`config.mk`:
```
export PLATFORM = sky130hd
export DESIGN_NAME = ccs_coast_clamp
export DESIGN_NICKNAME = d
export VERILOG_FILES = /design/src/ccs_coast_clamp.v
export VERILOG_INCLUDE_DIRS = /design/src /design/src/pkg
export SDC_FILE = /design/constraint.sdc
export NUM_CORES = 1
export LEC_CHECK = 0
export BUFFER_PORTS_ARGS = -buffer_cell sky130_fd_sc_hd__buf_2
export CORE_MARGIN = 4
export CORE_UTILIZATION = 55
export DETAILED_ROUTE_END_ITERATION = 8
export GPL_ROUTABILITY_DRIVEN = 0
export GPL_TIMING_DRIVEN = 0
export HOLD_SLACK_MARGIN = 0.06
export PLACE_DENSITY_LB_ADDON = 0.3
export SETUP_SLACK_MARGIN = 0.4
export SLEW_MARGIN = 20
export SYNTH_ARGS = -nofsm -noshare
export SYNTH_HDL_FRONTEND = slang
export SYNTH_SLANG_ARGS = --single-unit
```
`constraint.sdc`:
```
create_clock -name aclk -period 3.2 [get_ports aclk]
set_clock_uncertainty 0.05 [all_clocks]
set_input_delay 0.32 -clock aclk [delete_from_list [all_inputs] [get_ports aclk]]
set_output_delay 0.32 -clock aclk [all_outputs]
set_load 0.005 [all_outputs]
```
`src/pkg/ccs_regs.vh`:
```
// register map and timing constants for the coast and clamp control block
`ifndef CCS_REGS_VH
`define CCS_REGS_VH
`define CCS_IDX_LEAD 8'h16
`define CCS_IDX_TRAIL 8'h17
`define CCS_IDX_SRC 8'h18
`define CCS_IDX_CPLACE 8'h19
`define CCS_IDX_CLEN 8'h1a
`define CCS_IDX_CPOL 8'h1b
`define CCS_IDX_SLICE 8'h1d
`define CCS_IDX_FILT 8'h1c
`define CCS_RST_LEAD 8'h00
`define CCS_RST_TRAIL 8'h00
`define CCS_RST_SRC 8'h20
`define CCS_RST_CPLACE 8'h08
`define CCS_RST_CLEN 8'h14
`define CCS_RST_CPOL 8'h5b
`define CCS_RST_SLICE 8'h78
`define CCS_RST_FILT 8'h00
`define CCS_B_COAST_SRC 7
`define CCS_B_COAST_OVR 6
`define CCS_B_COAST_POL 5
`define CCS_B_CLAMP_EXT 4
`define CCS_B_RED_MID 3
`define CCS_B_GRN_MID 2
`define CCS_B_BLU_MID 1
`define CCS_B_CPOL_OVR 7
`define CCS_B_CPOL 6
`define CCS_B_AOFS_EN 5
`define CCS_B_AOFS_HI 4
`define CCS_B_AOFS_LO 3
`define CCS_B_SL_POL 2
`define CCS_B_FS_OVR 1
`define CCS_B_FS_SRC 0
`define CCS_SL_THR_HI 7
`define CCS_SL_THR_LO 3
`define CCS_AOFS_N16 6'h0f
`define CCS_AOFS_N64 6'h3f
`define CCS_RESP_OKAY 2'b00
`define CCS_RESP_SLVERR 2'b10
`endif

```
`src/ccs_coast_clamp.v`:
```
// coast, clamp, auto-offset timing and sliced-sync routing with an axi4-lite register slave
//
// Operation
// - coast rises lead-count line periods ahead of frame sync; lead count resets zero
// - coast stays on trail-count line periods after frame sync; resets zero
// - coast source bit: 0 internal from frame sync, 1 external coast pin
// - internal coast takes frame sync from pin or separator per override and source
// - under user control source 0 picks frame-sync pin, 1 the separator
// - coast polarity override 0 automatic, 1 uses user polarity bit; resets 0
// - overridden coast polarity 0 active low, 1 active high; resets 1
// - clamp source 0 internal line-sync timing, 1 external pin; all channels clamp
// - per-channel clamp level bits pick ground at 0, midscale at 1
// - internal clamp starts placement pixel periods after line-sync trailing edge; resets 8
// - internal clamp lasts duration pixel periods; resets 20
// - external clamp mode ignores placement and duration entirely
// - clamp polarity override 0 detect, 1 uses polarity bit: 0 low, 1 high
// - auto-offset enable 1 runs automatic correction, 0 manual; resets 0
// - update field: every clamp, 16 clamps, 64 clamps, or per frame; resets 11
// - 5-bit slicer threshold in 8 mV steps, 8 to 256 mV; resets 15
// - sliced-sync output polarity 0 active low, 1 active high; resets 0
// - sliced-sync select routes raw slicer, raw line sync, regenerated, filtered
`timescale 1ns/10ps
`default_nettype none
`include "ccs_regs.vh"
module ccs_coast_clamp (
  input wire aclk,
  input wire aresetn,
  input wire [31:0] s_axi_awaddr,
  input wire s_axi_awvalid,
  output reg s_axi_awready,
  input wire [31:0] s_axi_wdata,
  input wire [3:0] s_axi_wstrb,
  input wire s_axi_wvalid,
  output reg s_axi_wready,
  output reg [1:0] s_axi_bresp,
  output reg s_axi_bvalid,
  input wire s_axi_bready,
  input wire [31:0] s_axi_araddr,
  input wire s_axi_arvalid,
  output reg s_axi_arready,
  output reg [31:0] s_axi_rdata,
  output reg [1:0] s_axi_rresp,
  output reg s_axi_rvalid,
  input wire s_axi_rready,
  input wire line_sync,
  input wire frame_sync_pin,
  input wire frame_sync_sep,
  input wire frame_sync_auto_sel,
  input wire coast_pin,
  input wire coast_auto_high,
  input wire clamp_pin,
  input wire clamp_auto_high,
  input wire sliced_sync_raw,
  input wire line_sync_raw,
  input wire sync_regen,
  input wire sync_filtered,
  output reg coast_out,
  output reg clamp_out,
  output reg red_clamp_mid,
  output reg green_clamp_mid,
  output reg blue_clamp_mid,
  output reg auto_offset_en,
  output reg auto_offset_update,
  output reg [4:0] slice_threshold,
  output reg sliced_sync_output
);

  ////////////////////////////////////////////////////////////////////////////
  // register slave
  reg [7:0] lead_ff, trail_ff, src_ff, cplace_ff, clen_ff, cpol_ff, slice_ff, filt_ff;
  reg [7:0] aw_idx_ff;
  reg aw_got_ff, w_got_ff;
  reg [7:0] wdat_ff;
  reg wstb_ff;
  // alignment is captured with the address, the master may move awaddr after it is taken
  reg aw_mis_ff;

  function hit;
    input [7:0] idx;
    begin
      hit = (idx == `CCS_IDX_LEAD) || (idx == `CCS_IDX_TRAIL) || (idx == `CCS_IDX_SRC) ||
            (idx == `CCS_IDX_CPLACE) || (idx == `CCS_IDX_CLEN) || (idx == `CCS_IDX_CPOL) ||
            (idx == `CCS_IDX_SLICE) || (idx == `CCS_IDX_FILT);
    end
  endfunction

  function [7:0] rd;
    input [7:0] idx;
    begin
      case (idx)
        `CCS_IDX_LEAD: rd = lead_ff;
        `CCS_IDX_TRAIL: rd = trail_ff;
        `CCS_IDX_SRC: rd = src_ff;
        `CCS_IDX_CPLACE: rd = cplace_ff;
        `CCS_IDX_CLEN: rd = clen_ff;
        `CCS_IDX_CPOL: rd = cpol_ff;
        `CCS_IDX_SLICE: rd = slice_ff;
        `CCS_IDX_FILT: rd = filt_ff;
        default: rd = 8'h00;
      endcase
    end
  endfunction

  wire do_wr = aw_got_ff && w_got_ff && !s_axi_bvalid;

  always @(posedge aclk) begin
    if (!aresetn) begin
      s_axi_awready <= 1'b0;
      s_axi_wready <= 1'b0;
      s_axi_bvalid <= 1'b0;
      s_axi_bresp <= `CCS_RESP_OKAY;
      aw_got_ff <= 1'b0;
      w_got_ff <= 1'b0;
      aw_idx_ff <= 8'h00;
      aw_mis_ff <= 1'b0;
      wdat_ff <= 8'h00;
      wstb_ff <= 1'b0;
      lead_ff <= `CCS_RST_LEAD;
      trail_ff <= `CCS_RST_TRAIL;
      src_ff <= `CCS_RST_SRC;
      cplace_ff <= `CCS_RST_CPLACE;
      clen_ff <= `CCS_RST_CLEN;
      cpol_ff <= `CCS_RST_CPOL;
      slice_ff <= `CCS_RST_SLICE;
      filt_ff <= `CCS_RST_FILT;
    end else begin
      s_axi_awready <= !aw_got_ff && !s_axi_awready && s_axi_awvalid;
      s_axi_wready <= !w_got_ff && !s_axi_wready && s_axi_wvalid;
      if (s_axi_awvalid && s_axi_awready) begin
        aw_got_ff <= 1'b1;
        aw_idx_ff <= s_axi_awaddr[9:2];
        aw_mis_ff <= (s_axi_awaddr[1:0] != 2'b00);
      end
      if (s_axi_wvalid && s_axi_wready) begin
        w_got_ff <= 1'b1;
        wdat_ff <= s_axi_wdata[7:0];
        wstb_ff <= s_axi_wstrb[0];
      end
      if (do_wr) begin
        aw_got_ff <= 1'b0;
        w_got_ff <= 1'b0;
        s_axi_bvalid <= 1'b1;
        s_axi_bresp <= (hit(aw_idx_ff) && !aw_mis_ff) ? `CCS_RESP_OKAY : `CCS_RESP_SLVERR;
        if (wstb_ff && !aw_mis_ff) begin
          case (aw_idx_ff)
            `CCS_IDX_LEAD: lead_ff <= wdat_ff;
            `CCS_IDX_TRAIL: trail_ff <= wdat_ff;
            `CCS_IDX_SRC: src_ff <= {wdat_ff[7:1], 1'b0};
            `CCS_IDX_CPLACE: cplace_ff <= wdat_ff;
            `CCS_IDX_CLEN: clen_ff <= wdat_ff;
            `CCS_IDX_CPOL: cpol_ff <= wdat_ff;
            `CCS_IDX_SLICE: slice_ff <= wdat_ff;
            `CCS_IDX_FILT: filt_ff <= {6'h00, wdat_ff[1:0]};
            default: ;
          endcase
        end
      end else if (s_axi_bvalid && s_axi_bready) begin
        s_axi_bvalid <= 1'b0;
      end
    end
  end

  always @(posedge aclk) begin
    if (!aresetn) begin
      s_axi_arready <= 1'b0;
      s_axi_rvalid <= 1'b0;
      s_axi_rdata <= 32'h00000000;
      s_axi_rresp <= `CCS_RESP_OKAY;
    end else begin
      s_axi_arready <= !s_axi_arready && !s_axi_rvalid && s_axi_arvalid;
      if (s_axi_arvalid && s_axi_arready) begin
        s_axi_rvalid <= 1'b1;
        s_axi_rdata <= {24'h000000, rd(s_axi_araddr[9:2])};
        s_axi_rresp <= hit(s_axi_araddr[9:2]) ? `CCS_RESP_OKAY : `CCS_RESP_SLVERR;
      end else if (s_axi_rvalid && s_axi_rready) begin
        s_axi_rvalid <= 1'b0;
      end
    end
  end

  ////////////////////////////////////////////////////////////////////////////
  // frame sync choice and coast extension
  // auto selection comes from the outside sync detector, not modelled here
  wire fs_user = filt_ff[`CCS_B_FS_OVR];
  wire fs_sel = fs_user ? filt_ff[`CCS_B_FS_SRC] : frame_sync_auto_sel;
  wire fs_now = fs_sel ? frame_sync_sep : frame_sync_pin;
  reg fs_d_ff, ls_d_ff;
  wire ls_rise = line_sync && !ls_d_ff;
  wire ls_fall = !line_sync && ls_d_ff;
  wire fs_rise = fs_now && !fs_d_ff;
  wire fs_fall = !fs_now && fs_d_ff;
  // lead is predicted from the previous frame's line count, so the first frame coasts only on fs and the trail count
  reg [15:0] lines_ff, frame_len_ff;
  reg [7:0] trail_cnt_ff;
  reg trail_on_ff;
  reg int_coast_ff;
  wire [15:0] lead_start = frame_len_ff - {8'h00, lead_ff};
  wire lead_on = (lead_ff != 8'h00) && (frame_len_ff > {8'h00, lead_ff}) && (lines_ff >= lead_start);

  always @(posedge aclk) begin
    if (!aresetn) begin
      fs_d_ff <= 1'b0;
      ls_d_ff <= 1'b0;
      lines_ff <= 16'h0000;
      frame_len_ff <= 16'h0000;
      trail_cnt_ff <= 8'h00;
      trail_on_ff <= 1'b0;
      int_coast_ff <= 1'b0;
    end else begin
      fs_d_ff <= fs_now;
      ls_d_ff <= line_sync;
      if (fs_rise) begin
        frame_len_ff <= lines_ff;
        lines_ff <= 16'h0000;
      end else if (ls_rise && lines_ff != 16'hffff) begin
        lines_ff <= lines_ff + 16'h0001;
      end
      if (fs_fall) begin
        trail_cnt_ff <= trail_ff;
        trail_on_ff <= (trail_ff != 8'h00);
      end else if (trail_on_ff && ls_rise) begin
        trail_cnt_ff <= trail_cnt_ff - 8'h01;
        if (trail_cnt_ff == 8'h01) begin
          trail_on_ff <= 1'b0;
        end
      end
      int_coast_ff <= fs_now || lead_on || trail_on_ff;
    end
  end

  wire coast_hi = src_ff[`CCS_B_COAST_OVR] ? src_ff[`CCS_B_COAST_POL] : coast_auto_high;
  wire ext_coast = coast_hi ? coast_pin : !coast_pin;

  ////////////////////////////////////////////////////////////////////////////
  // clamp timing
  localparam CL_IDLE = 2'd0;
  localparam CL_WAIT = 2'd1;
  localparam CL_ON = 2'd2;
  reg [1:0] cl_st_ff;
  reg [7:0] cl_cnt_ff;
  reg int_clamp_ff;
  reg [1:0] nxt_cl_st;
  reg [7:0] nxt_cl_cnt;

  always @* begin
    nxt_cl_st = cl_st_ff;
    nxt_cl_cnt = cl_cnt_ff;
    case (cl_st_ff)
      CL_IDLE: begin
        if (ls_fall) begin
          nxt_cl_st = CL_WAIT;
          nxt_cl_cnt = cplace_ff;
        end
      end
      CL_WAIT: begin
        if (cl_cnt_ff <= 8'h01) begin
          nxt_cl_st = CL_ON;
          nxt_cl_cnt = clen_ff;
        end else begin
          nxt_cl_cnt = cl_cnt_ff - 8'h01;
        end
      end
      CL_ON: begin
        if (cl_cnt_ff <= 8'h01) begin
          nxt_cl_st = CL_IDLE;
        end else begin
          nxt_cl_cnt = cl_cnt_ff - 8'h01;
        end
      end
      default: nxt_cl_st = CL_IDLE;
    endcase
  end

  wire clamp_hi = cpol_ff[`CCS_B_CPOL_OVR] ? cpol_ff[`CCS_B_CPOL] : clamp_auto_high;
  wire ext_clamp = clamp_hi ? clamp_pin : !clamp_pin;
  wire ext_clamp_sel = src_ff[`CCS_B_CLAMP_EXT];
  // internal timer idles in external mode so register values have no effect
  wire clamp_now = ext_clamp_sel ? ext_clamp : (nxt_cl_st == CL_ON);

  always @(posedge aclk) begin
    if (!aresetn) begin
      cl_st_ff <= CL_IDLE;
      cl_cnt_ff <= 8'h00;
      int_clamp_ff <= 1'b0;
    end else begin
      cl_st_ff <= ext_clamp_sel ? CL_IDLE : nxt_cl_st;
      cl_cnt_ff <= ext_clamp_sel ? 8'h00 : nxt_cl_cnt;
      int_clamp_ff <= clamp_now;
    end
  end

  ////////////////////////////////////////////////////////////////////////////
  // auto-offset update pacing
  reg [5:0] aofs_cnt_ff;
  wire clamp_end = int_clamp_ff && !clamp_now;
  reg upd_evt;
  always @* begin
    upd_evt = 1'b0;
    case (cpol_ff[`CCS_B_AOFS_HI:`CCS_B_AOFS_LO])
      2'b00: upd_evt = clamp_end;
      2'b01: upd_evt = clamp_end && (aofs_cnt_ff[3:0] == `CCS_AOFS_N16);
      2'b10: upd_evt = clamp_end && (aofs_cnt_ff == `CCS_AOFS_N64);
      default: upd_evt = fs_rise;
    endcase
  end

  always @(posedge aclk) begin
    if (!aresetn) begin
      aofs_cnt_ff <= 6'h00;
    end else if (clamp_end) begin
      aofs_cnt_ff <= aofs_cnt_ff + 6'h01;
    end
  end

  ////////////////////////////////////////////////////////////////////////////
  // outputs
  reg nxt_sliced;
  always @* begin
    case (slice_ff[1:0])
      2'b00: nxt_sliced = sliced_sync_raw;
      2'b01: nxt_sliced = line_sync_raw;
      2'b10: nxt_sliced = sync_regen;
      default: nxt_sliced = sync_filtered;
    endcase
  end

  always @(posedge aclk) begin
    if (!aresetn) begin
      coast_out <= 1'b0;
      clamp_out <= 1'b0;
      red_clamp_mid <= 1'b0;
      green_clamp_mid <= 1'b0;
      blue_clamp_mid <= 1'b0;
      auto_offset_en <= 1'b0;
      auto_offset_update <= 1'b0;
      slice_threshold <= 5'h0f;
      sliced_sync_output <= 1'b1;
    end else begin
      coast_out <= src_ff[`CCS_B_COAST_SRC] ? ext_coast : int_coast_ff;
      clamp_out <= clamp_now;
      red_clamp_mid <= src_ff[`CCS_B_RED_MID];
      green_clamp_mid <= src_ff[`CCS_B_GRN_MID];
      blue_clamp_mid <= src_ff[`CCS_B_BLU_MID];
      auto_offset_en <= cpol_ff[`CCS_B_AOFS_EN];
      auto_offset_update <= cpol_ff[`CCS_B_AOFS_EN] && upd_evt;
      slice_threshold <= slice_ff[`CCS_SL_THR_HI:`CCS_SL_THR_LO];
      sliced_sync_output <= slice_ff[`CCS_B_SL_POL] ? nxt_sliced : !nxt_sliced;
    end
  end

endmodule // ccs_coast_clamp
`default_nettype wire

```
==> results.md <==
- Asr flop ratio synth: 0%
- Routed via count: around 7300
- PwrDens: about 440 mW/mm²
- Worst skew pair latency: between 0.4 and 0.5 ns
- CTS tree: done
- WHS: ~0.073 ns
- Clk buf depth: 2
- Clk pin slew, worst setup/hold paths: roughly 0.070 ns
- CP Launch Type: flip-flop
- Hold Crit Class: in2reg
- CP dominant cell by count: o211ai_1
- CP required: approximately 3.5 ns
- Mean Syn Cell Area: between 8 and 9 µm²
- Commonest non-fill, non-tap cells in the layout: dfxtp_1, nand2_1, buf_2
- Global-route met3 utilization: 5.21%
- Share of cells above drive strength 1: 16.7%
- YS warnings: 0
- Main synth FF type: dfxtp_1
- Die area: approximately 0.018 mm²
- WL final: approximately 22 mm
- Met2 usage: about 41%
- Setup crit start: lead_ff[1]
- Routed wire per std cell: about 16 µm
- Die width: between 100 and 150 µm
- Slowest cell on the critical path: a311oi_2
- Post-Synthesis Cells: around 970
- First-pass GRT wire length: ~35 mm
- Max incr delay on CP: ~0.38 ns
- Max cap viols: 0
- RSZ-0062 raised after global routing: yes
- GRT met1 Usage: between 30% and 40%
- Run status: finished, final reports clean
- GR peak layer: met2
- Setup crit end: int_coast_ff
- Final net count: ~1300
- Vias in the first global route: between 6000 and 7000
- Final hold vios: 0
- Sequential share of the synthesized area: 38.5%
- DRC Markers: 0
- Post-route ant nets: 0
- CTS root buffer: clkbuf_16
- Kind of critical path: reg2reg
- CTS Buf Count: 17
- Final min period: slightly above 3 ns
- Setup crit end kind: flip-flop
- Post-synth EDFFs: 0
- DR pass1 iterations: 7
- Final Cycle Share: 95.2%
- FF+latch count, synth: 165
- Leakage: about 4.1 nW
- Top Ports: between 150 and 200
- Crit-path cells: inv_4, ha_4, nor2b_4, o211ai_1, nand3_1, a311oi_2, o21bai_1, xor2_1, ha_1, a21oi_2, nor2b_1, o21ai_1, o211ai_1, a31oi_1, o31ai_1
- All-Layer GR Usage: 24.6%
- Finished Layout Cells: between 1000 and 1500
- Fmax: roughly 330 MHz
- Max VDD drop: 0.000496 V
- Synth unique cells: 65
- Largest net degree at the start of global routing: 17
- Die Y-Extent: roughly 130 µm
- Critical R2R Launch: lead_ff[1]
- Placed Cells: around 1300
- Vias/cell: between 5 and 6
- Arrival time at the worst endpoint: 3.31 ns
- CTS sink cnt: 165
- # diodes: 0
- Core area: ~0.015 mm²
- Area delta synth->final: 17.3%
- Initial Utilization: ~56%
- Synthesized area: 0.00857 mm²
- R2R Setup Slk: approximately 0.15 ns
- Reg-to-reg endpoint: int_coast_ff
- CTS H-tree lvls: 4
- Final setup viols: 0
- Final core occ: 65.9%
- Row count: between 40 and 50
- Max-slew violations: 0
- Hpwl dp: approximately 16 mm
- Most common cell after layout, fill and taps aside: dfxtp_1
- CP max FO: 3
- Slew @ Worst Pin: 0.905 ns
- Total grt overflow: 0
- Max_slew headroom: between 30% and 40%
- Port Buffers: 73
- Path depth of the worst reg2reg path: 15
- Initial DRC count: 551
- Initial antenna violation count: 0
==> metrics by stage <==
step	cell area [µm²]	setup TNS [ns]	power (mW)	setup WS [ns]
floorplan	8690	0	2.45	0.411
global placement	9320	0	2.57	0.0124
detailed placement	9320	-0.0450	2.58	-0.0450
CTS	10000	0	4.49	0.146
global route	10100	-0.0446	4.62	-0.0446
finish	10100	0	4.47	0.154
==> metal layers <==
metal / part of all wire [%] / vias to the layer above
li1: - / 3587
met1: 45 / 3433
met2: 47 / 223
met3: 5.7 / 44
met4: 2.7 / 0
met5: 0 / -
==> synth_stat cells, drive strengths merged, types with 5 or more instances <==
| cell type | instances | area share [%] |
|---|---|---|
| nand3 | 20 | 1.2 |
| xnor2 | 17 | 1.7 |
| o211ai | 11 | 0.96 |
| nor3b | 8 | 0.70 |
| mux4 | 8 | 2.1 |
| inv | 28 | 1.2 |
| dfxtp | 165 | 39 |
| o211a | 8 | 0.93 |
| nor3 | 26 | 1.6 |
| xor2 | 26 | 2.7 |
| a21oi | 28 | 1.6 |
| or3 | 6 | 0.44 |
| buf | 31 | 2.5 |
| nand4 | 12 | 0.88 |
| nor2b | 56 | 4.1 |
| mux2i | 70 | 8.2 |
| a21boi | 40 | 3.5 |
| nor4 | 5 | 0.36 |
| clkbuf | 42 | 1.8 |
| a31oi | 7 | 0.51 |
| o21ai | 37 | 2.2 |
| a22oi | 8 | 0.70 |
| and2 | 12 | 0.88 |
| nor2 | 35 | 1.6 |
| nand2b | 16 | 1.2 |
| and3 | 5 | 0.36 |
| nand2 | 151 | 6.6 |
| ha | 37 | 5.4 |
==> layout make-up <==
class,instances,area [µm²]
plain buffers,73,373
clock buffers,20,457
clock inverters,12,93.8
fillers,1252,5200
inverters,28,108
multi-input cells,730,5010
flip-flops and latches,165,3310
well taps,211,264
repair buffers,82,438
==> where the power goes <==
part	switching, mW	internal, mW
clock network	0.881	1.05
logic	0.258	0.177
registers	0.0281	2.08
total	1.17	3.31
==> cell families after synthesis <==
logic type	share of synthesized area [%]
buffers and inverters	5.58
XOR/XNOR	4.39
other	0.0438
AO/OA/AOI/OAI	13.7
AND/OR/NAND/NOR	21.6
multiplexers	10.5
adder cells (fa/ha/maj)	5.63
flip-flops	38.5
==> critical path, delay by kind of cell (launching register included) <==
kind | cells | cell delay (ns)
AOI/OAI and AO/OA | 8 | 1.41
adders and majority gates | 2 | 0.54
DFF | 1 | 0.36
and+or+nand+nor | 3 | 0.33
xor gates and xnor gates | 1 | 0.18
buffers and inverters | 1 | 0.04
==> timing repair <==
| item | 4_1_cts | 5_1_grt |
|---|---|---|
| pin swaps | 19 | 3 |
| hold endpoints to repair | 2 | 0 |
| gates resized for setup | 22 | 10 |
| setup buffers | 6 | 1 |
| hold buffers | 2 | 0 |
| setup endpoints to repair | 1 | 38 |
==> flip-flops by register name, indices dropped and copies added (netlist names), 5 cells and up <==
register         cells
slice_ff             8
cl_cnt_ff            8
src_ff               7
lines_ff            16
s_axi_rdata          8
cplace_ff            8
aofs_cnt_ff          6
aw_idx_ff            8
clen_ff              8
frame_len_ff        16
slice_threshold      5
lead_ff              8
cpol_ff              8
wdat_ff              8
trail_ff             8
trail_cnt_ff         8
==> worst min-delay path by stage <==
stage | from | endpoint | slack, ns | cells past startpoint
floorplan | int_coast_ff | coast_out | 0.38 | 1
global placement | s_axi_rvalid | s_axi_arready | 0.38 | 1
detailed placement | s_axi_rvalid | s_axi_arready | 0.39 | 1
CTS | s_axi_awvalid | s_axi_awready | 0.06 | 3
global route | s_axi_wdata[7] | wdat_ff[7] | 0.09 | 3
finish | s_axi_awvalid | s_axi_awready | 0.07 | 3
Power figures use the tool's default switching activity.
